File: src/design/sbpt_pkg.sv
// package of the period timer: register map, control layout, reset values
// assumes a 32-bit axi4-lite register bus with 16-bit byte addresses
package sbpt_pkg;

  // ****************************************************************
  // register map
  // ****************************************************************
  // each printed offset is a word index; the byte address is four times it
  localparam logic [15:0] IDX_COUNT = 16'h0100;
  localparam logic [15:0] IDX_PERIOD = 16'h0102;
  localparam logic [15:0] IDX_CONTROL = 16'h0104;
  localparam logic [15:0] IDX_EVENT = 16'h0106;
  localparam logic [15:0] ADDR_COUNT = IDX_COUNT << 2;
  localparam logic [15:0] ADDR_PERIOD = IDX_PERIOD << 2;
  localparam logic [15:0] ADDR_CONTROL = IDX_CONTROL << 2;
  localparam logic [15:0] ADDR_EVENT = IDX_EVENT << 2;

  // ****************************************************************
  // fields and reset values
  // ****************************************************************
  typedef enum logic [1:0] {
    PS_DIV1 = 2'b00,
    PS_DIV8 = 2'b01,
    PS_DIV64 = 2'b10,
    PS_DIV256 = 2'b11
  } sbpt_ps_type;

  typedef struct packed {
    logic timer_on;
    logic rsv14;
    logic idle_stop_sel;
    logic [5:0] rsv12_7;
    logic gate_accum_en;
    sbpt_ps_type prescale_sel;
    logic rsv3;
    logic ext_clk_sync_sel;
    logic clk_source_sel;
    logic rsv0;
  } sbpt_ctrl_type;

  localparam logic [15:0] CTL_WMASK = 16'ha076;
  localparam logic [15:0] CONTROL_RST = 16'h0000;
  localparam logic [15:0] COUNT_RST = 16'h0000;
  localparam logic [15:0] PERIOD_RST = 16'hffff;
  localparam int unsigned EVT_FLAG_BIT = 0;
  localparam int unsigned EVT_EN_BIT = 1;

  // prescaler terminal counts, divisor minus one
  localparam logic [7:0] TERM_DIV1 = 8'h00;
  localparam logic [7:0] TERM_DIV8 = 8'h07;
  localparam logic [7:0] TERM_DIV64 = 8'h3f;
  localparam logic [7:0] TERM_DIV256 = 8'hff;

  localparam logic [1:0] RESP_OKAY = 2'b00;
  localparam logic [1:0] RESP_SLVERR = 2'b10;

endpackage

File: src/design/sbpt_pin_sync.sv
// three-stage pin synchroniser with agreement filter and edge pulses
// assumes pin is asynchronous to clk; outputs are registered
`timescale 1ns/1ns
module sbpt_pin_sync (
  input wire logic clk,
  input wire logic rstn,
  input wire logic ce,
  input wire logic pin,
  output logic level,
  output logic rise,
  output logic fall
);

  logic s1_reg;
  logic s2_reg;
  logic s3_reg;
  logic level_reg;
  logic rise_reg;
  logic fall_reg;
  wire agree = (s2_reg == s3_reg);
  wire level_next = agree ? s3_reg : level_reg;

  always_ff @(posedge clk) begin
    if (!rstn) begin
      s1_reg <= 1'b0;
      s2_reg <= 1'b0;
      s3_reg <= 1'b0;
      level_reg <= 1'b0;
      rise_reg <= 1'b0;
      fall_reg <= 1'b0;
    end else if (ce) begin
      s1_reg <= pin;
      s2_reg <= s1_reg;
      s3_reg <= s2_reg;
      level_reg <= level_next;
      rise_reg <= level_next & ~level_reg;
      fall_reg <= ~level_next & level_reg;
    end
  end

  assign level = level_reg;
  assign rise = rise_reg;
  assign fall = fall_reg;
endmodule

File: src/design/sbpt_prescaler.sv
// selectable 1/8/64/256 prescaler on a tick stream
// assumes tick_in is already gated by the timer's run condition
`timescale 1ns/1ns
module sbpt_prescaler (
  input wire logic clk,
  input wire logic rstn,
  input wire logic ce,
  input wire logic tick_in,
  input wire logic clr,
  input sbpt_pkg::sbpt_ps_type sel,
  output logic tick_out
);

  logic [7:0] cnt_reg;
  logic [7:0] cnt_next;

  function automatic logic [7:0] term_of(input sbpt_pkg::sbpt_ps_type s);
    case (s)
      sbpt_pkg::PS_DIV1: term_of = sbpt_pkg::TERM_DIV1;
      sbpt_pkg::PS_DIV8: term_of = sbpt_pkg::TERM_DIV8;
      sbpt_pkg::PS_DIV64: term_of = sbpt_pkg::TERM_DIV64;
      sbpt_pkg::PS_DIV256: term_of = sbpt_pkg::TERM_DIV256;
      default: term_of = sbpt_pkg::TERM_DIV1;
    endcase
  endfunction

  wire at_term = (cnt_reg >= term_of(sel));
  assign tick_out = tick_in & at_term & ~clr;

  // a clear always wins over a pending tick
  assign cnt_next = clr ? 8'h00 : (tick_in ? (at_term ? 8'h00 : cnt_reg + 8'h01) : cnt_reg);

  always_ff @(posedge clk) begin
    if (!rstn) begin
      cnt_reg <= 8'h00;
    end else if (ce) begin
      cnt_reg <= cnt_next;
    end
  end
endmodule

File: src/design/sbpt_timer.sv
// 16-bit period timer with axi4-lite register slave
// assumes cpu_idle/cpu_sleep come from clk-domain logic; the gate/clock pin is async
`timescale 1ns/1ns
module sbpt_timer (
  input wire logic clk,
  input wire logic rstn,
  input wire logic ce,
  input wire logic cpu_idle,
  input wire logic cpu_sleep,
  input wire logic ext_clock_gate_pin,
  input wire logic [15:0] s_axi_awaddr,
  input wire logic s_axi_awvalid,
  output logic s_axi_awready,
  input wire logic [31:0] s_axi_wdata,
  input wire logic [3:0] s_axi_wstrb,
  input wire logic s_axi_wvalid,
  output logic s_axi_wready,
  output logic [1:0] s_axi_bresp,
  output logic s_axi_bvalid,
  input wire logic s_axi_bready,
  input wire logic [15:0] s_axi_araddr,
  input wire logic s_axi_arvalid,
  output logic s_axi_arready,
  output logic [31:0] s_axi_rdata,
  output logic [1:0] s_axi_rresp,
  output logic s_axi_rvalid,
  input wire logic s_axi_rready,
  output logic timer_irq
);

  // ****************************************************************
  // helpers
  // ****************************************************************
  function automatic logic hit(input logic [15:0] a, input logic [15:0] b);
    hit = (a[15:2] == b[15:2]);
  endfunction

  function automatic logic [15:0] merge16(input logic [15:0] old, input logic [31:0] d,
                                          input logic [3:0] s);
    merge16 = {s[1] ? d[15:8] : old[15:8], s[0] ? d[7:0] : old[7:0]};
  endfunction

  function automatic logic mapped(input logic [15:0] a);
    mapped = hit(a, sbpt_pkg::ADDR_COUNT) | hit(a, sbpt_pkg::ADDR_PERIOD) |
             hit(a, sbpt_pkg::ADDR_CONTROL) | hit(a, sbpt_pkg::ADDR_EVENT);
  endfunction

  // ****************************************************************
  // state
  // ****************************************************************
  sbpt_pkg::sbpt_ctrl_type ctrl_reg;
  logic [15:0] count_reg;
  logic [15:0] count_next;
  logic [15:0] period_reg;
  logic flag_reg;
  logic flag_next;
  logic en_reg;
  logic rise_d_reg;

  logic aw_hold_reg;
  logic [15:0] aw_addr_reg;
  logic w_hold_reg;
  logic [31:0] w_data_reg;
  logic [3:0] w_strb_reg;
  logic bvalid_reg;
  logic [1:0] bresp_reg;
  logic rvalid_reg;
  logic [31:0] rdata_reg;
  logic [1:0] rresp_reg;

  logic pin_level;
  logic pin_rise;
  logic pin_fall;
  logic ps_tick;

  // ****************************************************************
  // bus decode
  // ****************************************************************
  wire aw_take = s_axi_awvalid & s_axi_awready;
  wire w_take = s_axi_wvalid & s_axi_wready;
  wire ar_take = s_axi_arvalid & s_axi_arready;
  wire do_write = ce & aw_hold_reg & w_hold_reg & ~bvalid_reg;
  wire wr_count = do_write & hit(aw_addr_reg, sbpt_pkg::ADDR_COUNT);
  wire wr_period = do_write & hit(aw_addr_reg, sbpt_pkg::ADDR_PERIOD);
  wire wr_ctrl = do_write & hit(aw_addr_reg, sbpt_pkg::ADDR_CONTROL);
  wire wr_event = do_write & hit(aw_addr_reg, sbpt_pkg::ADDR_EVENT);
  wire [15:0] wr_merged_ctrl = merge16(ctrl_reg, w_data_reg, w_strb_reg) & sbpt_pkg::CTL_WMASK;
  wire clr_flag = wr_event & w_strb_reg[0] & w_data_reg[sbpt_pkg::EVT_FLAG_BIT];
  wire [1:0] evt_rd = {en_reg, flag_reg};

  assign s_axi_awready = ce & ~aw_hold_reg;
  assign s_axi_wready = ce & ~w_hold_reg;
  assign s_axi_arready = ce & ~rvalid_reg;
  assign s_axi_bvalid = bvalid_reg;
  assign s_axi_bresp = bresp_reg;
  assign s_axi_rvalid = rvalid_reg;
  assign s_axi_rdata = rdata_reg;
  assign s_axi_rresp = rresp_reg;

  wire [15:0] rd_val = hit(s_axi_araddr, sbpt_pkg::ADDR_COUNT) ? count_reg :
                       hit(s_axi_araddr, sbpt_pkg::ADDR_PERIOD) ? period_reg :
                       hit(s_axi_araddr, sbpt_pkg::ADDR_CONTROL) ? 16'(ctrl_reg) :
                       hit(s_axi_araddr, sbpt_pkg::ADDR_EVENT) ? {14'h0000, evt_rd} :
                       16'h0000;

  // ****************************************************************
  // counting path
  // ****************************************************************
  sbpt_pin_sync sbpt_pin_sync_i (
    .clk(clk),
    .rstn(rstn),
    .ce(ce),
    .pin(ext_clock_gate_pin),
    .level(pin_level),
    .rise(pin_rise),
    .fall(pin_fall)
  );

  // async mode uses the filtered edge straight away; sync mode realigns it
  // one more stage, standing in for the phase-clock resynchronisation
  wire async_mode = ctrl_reg.clk_source_sel & ~ctrl_reg.ext_clk_sync_sel;
  wire ext_edge = ctrl_reg.ext_clk_sync_sel ? rise_d_reg : pin_rise;
  wire gated = ctrl_reg.gate_accum_en & ~ctrl_reg.clk_source_sel;
  wire raw_tick = ctrl_reg.clk_source_sel ? ext_edge : (gated ? pin_level : 1'b1);
  wire idle_hold = cpu_idle & ctrl_reg.idle_stop_sel;
  wire sleep_hold = cpu_sleep & ~async_mode;
  wire run = ctrl_reg.timer_on & ~idle_hold & ~sleep_hold;
  // the prescaler clock stops while off, so clears only reach a timer whose timer_on bit is set
  wire ps_clr = (wr_count | wr_ctrl) & ctrl_reg.timer_on;
  wire at_period = (count_reg == period_reg);
  wire match_evt = ps_tick & at_period;
  wire gate_evt = ctrl_reg.timer_on & gated & pin_fall;

  sbpt_prescaler sbpt_prescaler_i (
    .clk(clk),
    .rstn(rstn),
    .ce(ce),
    .tick_in(run & raw_tick),
    .clr(ps_clr),
    .sel(ctrl_reg.prescale_sel),
    .tick_out(ps_tick)
  );

  // software write has priority over a same-cycle increment
  assign count_next = wr_count ? merge16(count_reg, w_data_reg, w_strb_reg) :
                      ps_tick ? (at_period ? 16'h0000 : count_reg + 16'h0001) :
                      count_reg;
  // a new event beats a software clear in the same cycle
  assign flag_next = (flag_reg & ~clr_flag) | match_evt | gate_evt;
  assign timer_irq = flag_reg & en_reg;

  // ****************************************************************
  // registers
  // ****************************************************************
  always_ff @(posedge clk) begin
    if (!rstn) begin
      ctrl_reg <= sbpt_pkg::sbpt_ctrl_type'(sbpt_pkg::CONTROL_RST);
      count_reg <= sbpt_pkg::COUNT_RST;
      period_reg <= sbpt_pkg::PERIOD_RST;
      flag_reg <= 1'b0;
      en_reg <= 1'b0;
      rise_d_reg <= 1'b0;
    end else if (ce) begin
      if (wr_ctrl) begin
        ctrl_reg <= sbpt_pkg::sbpt_ctrl_type'(wr_merged_ctrl);
      end
      if (wr_period) begin
        period_reg <= merge16(period_reg, w_data_reg, w_strb_reg);
      end
      if (wr_event && w_strb_reg[0]) begin
        en_reg <= w_data_reg[sbpt_pkg::EVT_EN_BIT];
      end
      count_reg <= count_next;
      flag_reg <= flag_next;
      rise_d_reg <= pin_rise;
    end
  end

  always_ff @(posedge clk) begin
    if (!rstn) begin
      aw_hold_reg <= 1'b0;
      aw_addr_reg <= 16'h0000;
      w_hold_reg <= 1'b0;
      w_data_reg <= 32'h0000_0000;
      w_strb_reg <= 4'h0;
      bvalid_reg <= 1'b0;
      bresp_reg <= sbpt_pkg::RESP_OKAY;
    end else if (ce) begin
      if (aw_take) begin
        aw_hold_reg <= 1'b1;
        aw_addr_reg <= s_axi_awaddr;
      end else if (do_write) begin
        aw_hold_reg <= 1'b0;
      end
      if (w_take) begin
        w_hold_reg <= 1'b1;
        w_data_reg <= s_axi_wdata;
        w_strb_reg <= s_axi_wstrb;
      end else if (do_write) begin
        w_hold_reg <= 1'b0;
      end
      if (do_write) begin
        bvalid_reg <= 1'b1;
        bresp_reg <= mapped(aw_addr_reg) ? sbpt_pkg::RESP_OKAY : sbpt_pkg::RESP_SLVERR;
      end else if (s_axi_bready) begin
        bvalid_reg <= 1'b0;
      end
    end
  end

  always_ff @(posedge clk) begin
    if (!rstn) begin
      rvalid_reg <= 1'b0;
      rdata_reg <= 32'h0000_0000;
      rresp_reg <= sbpt_pkg::RESP_OKAY;
    end else if (ce) begin
      if (ar_take) begin
        rvalid_reg <= 1'b1;
        rdata_reg <= {16'h0000, rd_val};
        rresp_reg <= mapped(s_axi_araddr) ? sbpt_pkg::RESP_OKAY : sbpt_pkg::RESP_SLVERR;
      end else if (s_axi_rready) begin
        rvalid_reg <= 1'b0;
      end
    end
  end
endmodule

File: config.mk
export PLATFORM = sky130hd
export DESIGN_NAME = sbpt_timer
export DESIGN_NICKNAME = d
export VERILOG_FILES = /design/src/design/sbpt_pkg.sv /design/src/design/sbpt_pin_sync.sv /design/src/design/sbpt_prescaler.sv /design/src/design/sbpt_timer.sv
export SDC_FILE = /design/constraint.sdc
export NUM_CORES = 1
export LEC_CHECK = 0
export ABC_CLOCK_PERIOD_IN_PS = 2970
export CAP_MARGIN = 10
export CORE_ASPECT_RATIO = 1.75
export CORE_UTILIZATION = 40
export DETAILED_ROUTE_END_ITERATION = 8
export DONT_BUFFER_PORTS = 1
export SLEW_MARGIN = 10
export SYNTH_ARGS = -nofsm -noshare
export SYNTH_HDL_FRONTEND = slang
export SYNTH_SLANG_ARGS = --single-unit
File: constraint.sdc
create_clock -name clk -period 2.97 [get_ports clk]
set_clock_uncertainty 0.2 [all_clocks]
set_input_delay 0.1485 -clock clk [delete_from_list [all_inputs] [get_ports clk]]
set_output_delay 0.1485 -clock clk [all_outputs]
set_load 0.03 [all_outputs]
==> impl_metrics.toml <==
[clock_tree]
cts_buffers = 9
cts_buffer_depth = 2
cts_sinks = 110
cts_tree = "done"
h-tree-depth = 3
post_cts_buffers = 0
clk_latency_ns = 0.36
cts_root_buffer = "clkbuf_16"
path_clk_slew_ns = 0.08

[sta]
whs_ns = 0.004832
setup_viol = 0
hold_viol = 0
post-route-min-period_ns = 2.726
tightest_slew_ns = 1.168
tns_ns = 0
slew_violations = 0
slew_headroom = 0.2187
rsz0062_at_grt = "false"
fmax_ghz = 0.3668
min_period_over_period = 0.9180

[layout]
drive_gt1_frac = 0.06555
fin_nets = 799
ff_latch_area_sq_um = 2202
multi_input_area_sq_um = 3090
diodes = 0
fin_area_sq_um = 6389
fillers = 1361
area_growth_pct = 14.97

[global_route]
grt_overflow = 0
grt_pass1_vias = 4742
grt_antenna_before_repair = 0
grt_pass1_wl_mm = 23.85
gr-usage-all-layers = 0.2129
grt_start_max_net_pins = 44

[logic_synthesis]
syn_inst = 684
synth-compound-area-share = 0.1608
synth-simple-area-share = 0.2529
avgSynthCellArea_sq_um = 8.124
synth-seq-cells = 110
yosysTopAreaCellShare = 0.3963
async_flop_share = 0
synthTopCellsByArea = "dfxtp_1 (40%), nand2_1 (10%), mux2i_1 (7.2%), a21oi_1 (6.1%), nor2_1 (2.6%)"
netlist_area_sq_um = 5557
synth-edff-count = 0
synthAdderAreaFrac = 0.01801
yosys.area.top_type = "dfxtp_1"
synth_top_family_by_area = "simple AND/OR/NAND/NOR gates"
synthMuxAreaShare = 0.07611
synth-xor-area-share = 0.03625
synth.distinct_cells = 56
yosysWarnings = 0
synth_flop_cell = "dfxtp_1"
seq_area_frac_synth = 0.3963

[detailed_routing]
num_vias = 4886
routed_via_density = 5.484
firstDrtPassIters = 4
drc = 0
routed_wl_mm = 14.83
wl_per_cell_um = 16.65
first_iter_violations = 342
ant_nets = 0

[worst_setup_path]
required_ns = 3.01
cp_cell_sequence = "nand4b_1 > nor3_1 > nand3_2 > mux2i_1 > nand2_1 > dlygate4sd3_1"
cp-end-kind = "flip-flop"
crit_arrival_ns = 2.77
cp-start-kind = "flip-flop"
cp_slowest_cell = "dlygate4sd3_1"
worstRegToRegCells = 6
worst-setup-path-type = "flip-flop to flip-flop"
path_max_fanout = 8
critPathMaxStageDelay_ns = 0.56

[placement]
port_buffers = 0
post-dp-hpwl_mm = 10.39
placedInstanceArea_sq_um = 5642
gp_congestion = 0.8453

[die]
die-area_sq_um = 14390
coreArea_sq_um = 13450
io_pins = 121
die_h_um = 157.9
rows = 56
start_util = 0.4130
die_w_um = 91.10

[pwr]
finalPower_mw = 3.019
vdd_drop_max_v = 0.0002540
power_per_cell_area_nw_per_um2 = 472.6
leakage_nw = 2.366

[hold_path]
min_path_cells = 3
min_path_type = "input port to flip-flop"

[outcome]
status = "complete, no violations"

[flow_run]
drv_cap = 0
[final timing paths]
check                        from         endpoint  slack [ns]
setup reg to reg     s_axi_bvalid   period_reg[13]        0.24
hold / removal    s_axi_araddr[3]  s_axi_rdata[12]       0.005
hold reg to reg    w_data_reg[12]   w_data_reg[12]        0.28
setup / recovery     s_axi_bvalid   period_reg[13]        0.24
[cell usage after synthesis, drive strengths merged, types with 5 or more instances]
cell type,instances
xnor2,16
o21ai,29
a21oi,68
xor2,7
nor4,14
ha,8
nor2,41
dfxtp,110
mux2i,40
o32ai,11
nand2,151
nand3,23
nor3,5
nand4,9
a22oi,16
and2,15
buf,35
clkbuf,22
inv,7
and3,5
[per-stage QoR]
| step | util | worst slack [ns] | cells |
|---|---|---|---|
| global route | 0.4749 | 0.006792 | 891 |
| CTS | 0.4747 | 0.1500 | 891 |
| floorplan | - | 0.7705 | 701 |
| global placement | 0.4194 | 0.4514 | 832 |
| detailed placement | 0.4194 | 0.3914 | 832 |
| finish | 0.4749 | 0.2435 | 891 |
[kinds of logic after synthesis]
logic type	count (synthesis)
AO/OA/AOI/OAI	147
XOR/XNOR	23
adder cells (fa/ha/maj)	8
buffers and inverters	64
flip-flops	110
multiplexers	41
other	1
AND/OR/NAND/NOR	290
[critical path, delay by kind of cell (launching register included)]
kind                   cells  cell delay (ns)
and+or+nand+nor            4             1.17
DFF                        1             0.43
muxes                      1             0.24
buffers and inverters      1             0.56
[timing repair]
action | 4_1_cts | 5_1_grt
hold endpoints to repair | 99 | 0
resized for setup | 0 | 1
endpoints found under the setup margin | 0 | 3
hold buffers | 43 | 0
[layout by cell type, fill, tap and decap left out, drive strengths merged, types with 11 or more instances in the layout]
cell type    synthesis  layout
buf                 35      15
conb                 1      18
o32ai               11      11
dfxtp              110     110
o21ai               29      29
nor4                14      14
nand2              151     151
and2                15      15
xnor2               16      16
a21oi               68      68
nand3               23      23
mux2i               40      40
nor2                41      41
inv                  7      11
a22oi               16      16
dlygate4sd3          0      41
[final cells by class]
class / count / share of cell area
multi-input cells: 527 / 0.4837
repair buffers: 57 / 0.08578
clock buffers: 9 / 0.03525
inverters: 7 / 0.004113
flip-flops and latches: 110 / 0.3447
well taps: 174 / 0.03408
clock inverters: 7 / 0.01234
[routing by layer]
metal	share of wire	track usage	up-vias
li1	-	-	2422
met1	0.39	0.2179	2300
met2	0.54	0.4134	137
met3	0.040	0.03554	27
met4	0.034	0.1036	0
met5	0	0	-
[where the power goes]
| group | total [mW] | leakage [nW] | internal, mW | switching (mW) |
|---|---|---|---|---|
| logic | 0.231 | 1.32 | 0.0872 | 0.144 |
| clock network | 1.25 | 0.151 | 0.667 | 0.588 |
| registers | 1.53 | 0.891 | 1.50 | 0.0329 |
Power figures use the tool's default switching activity.
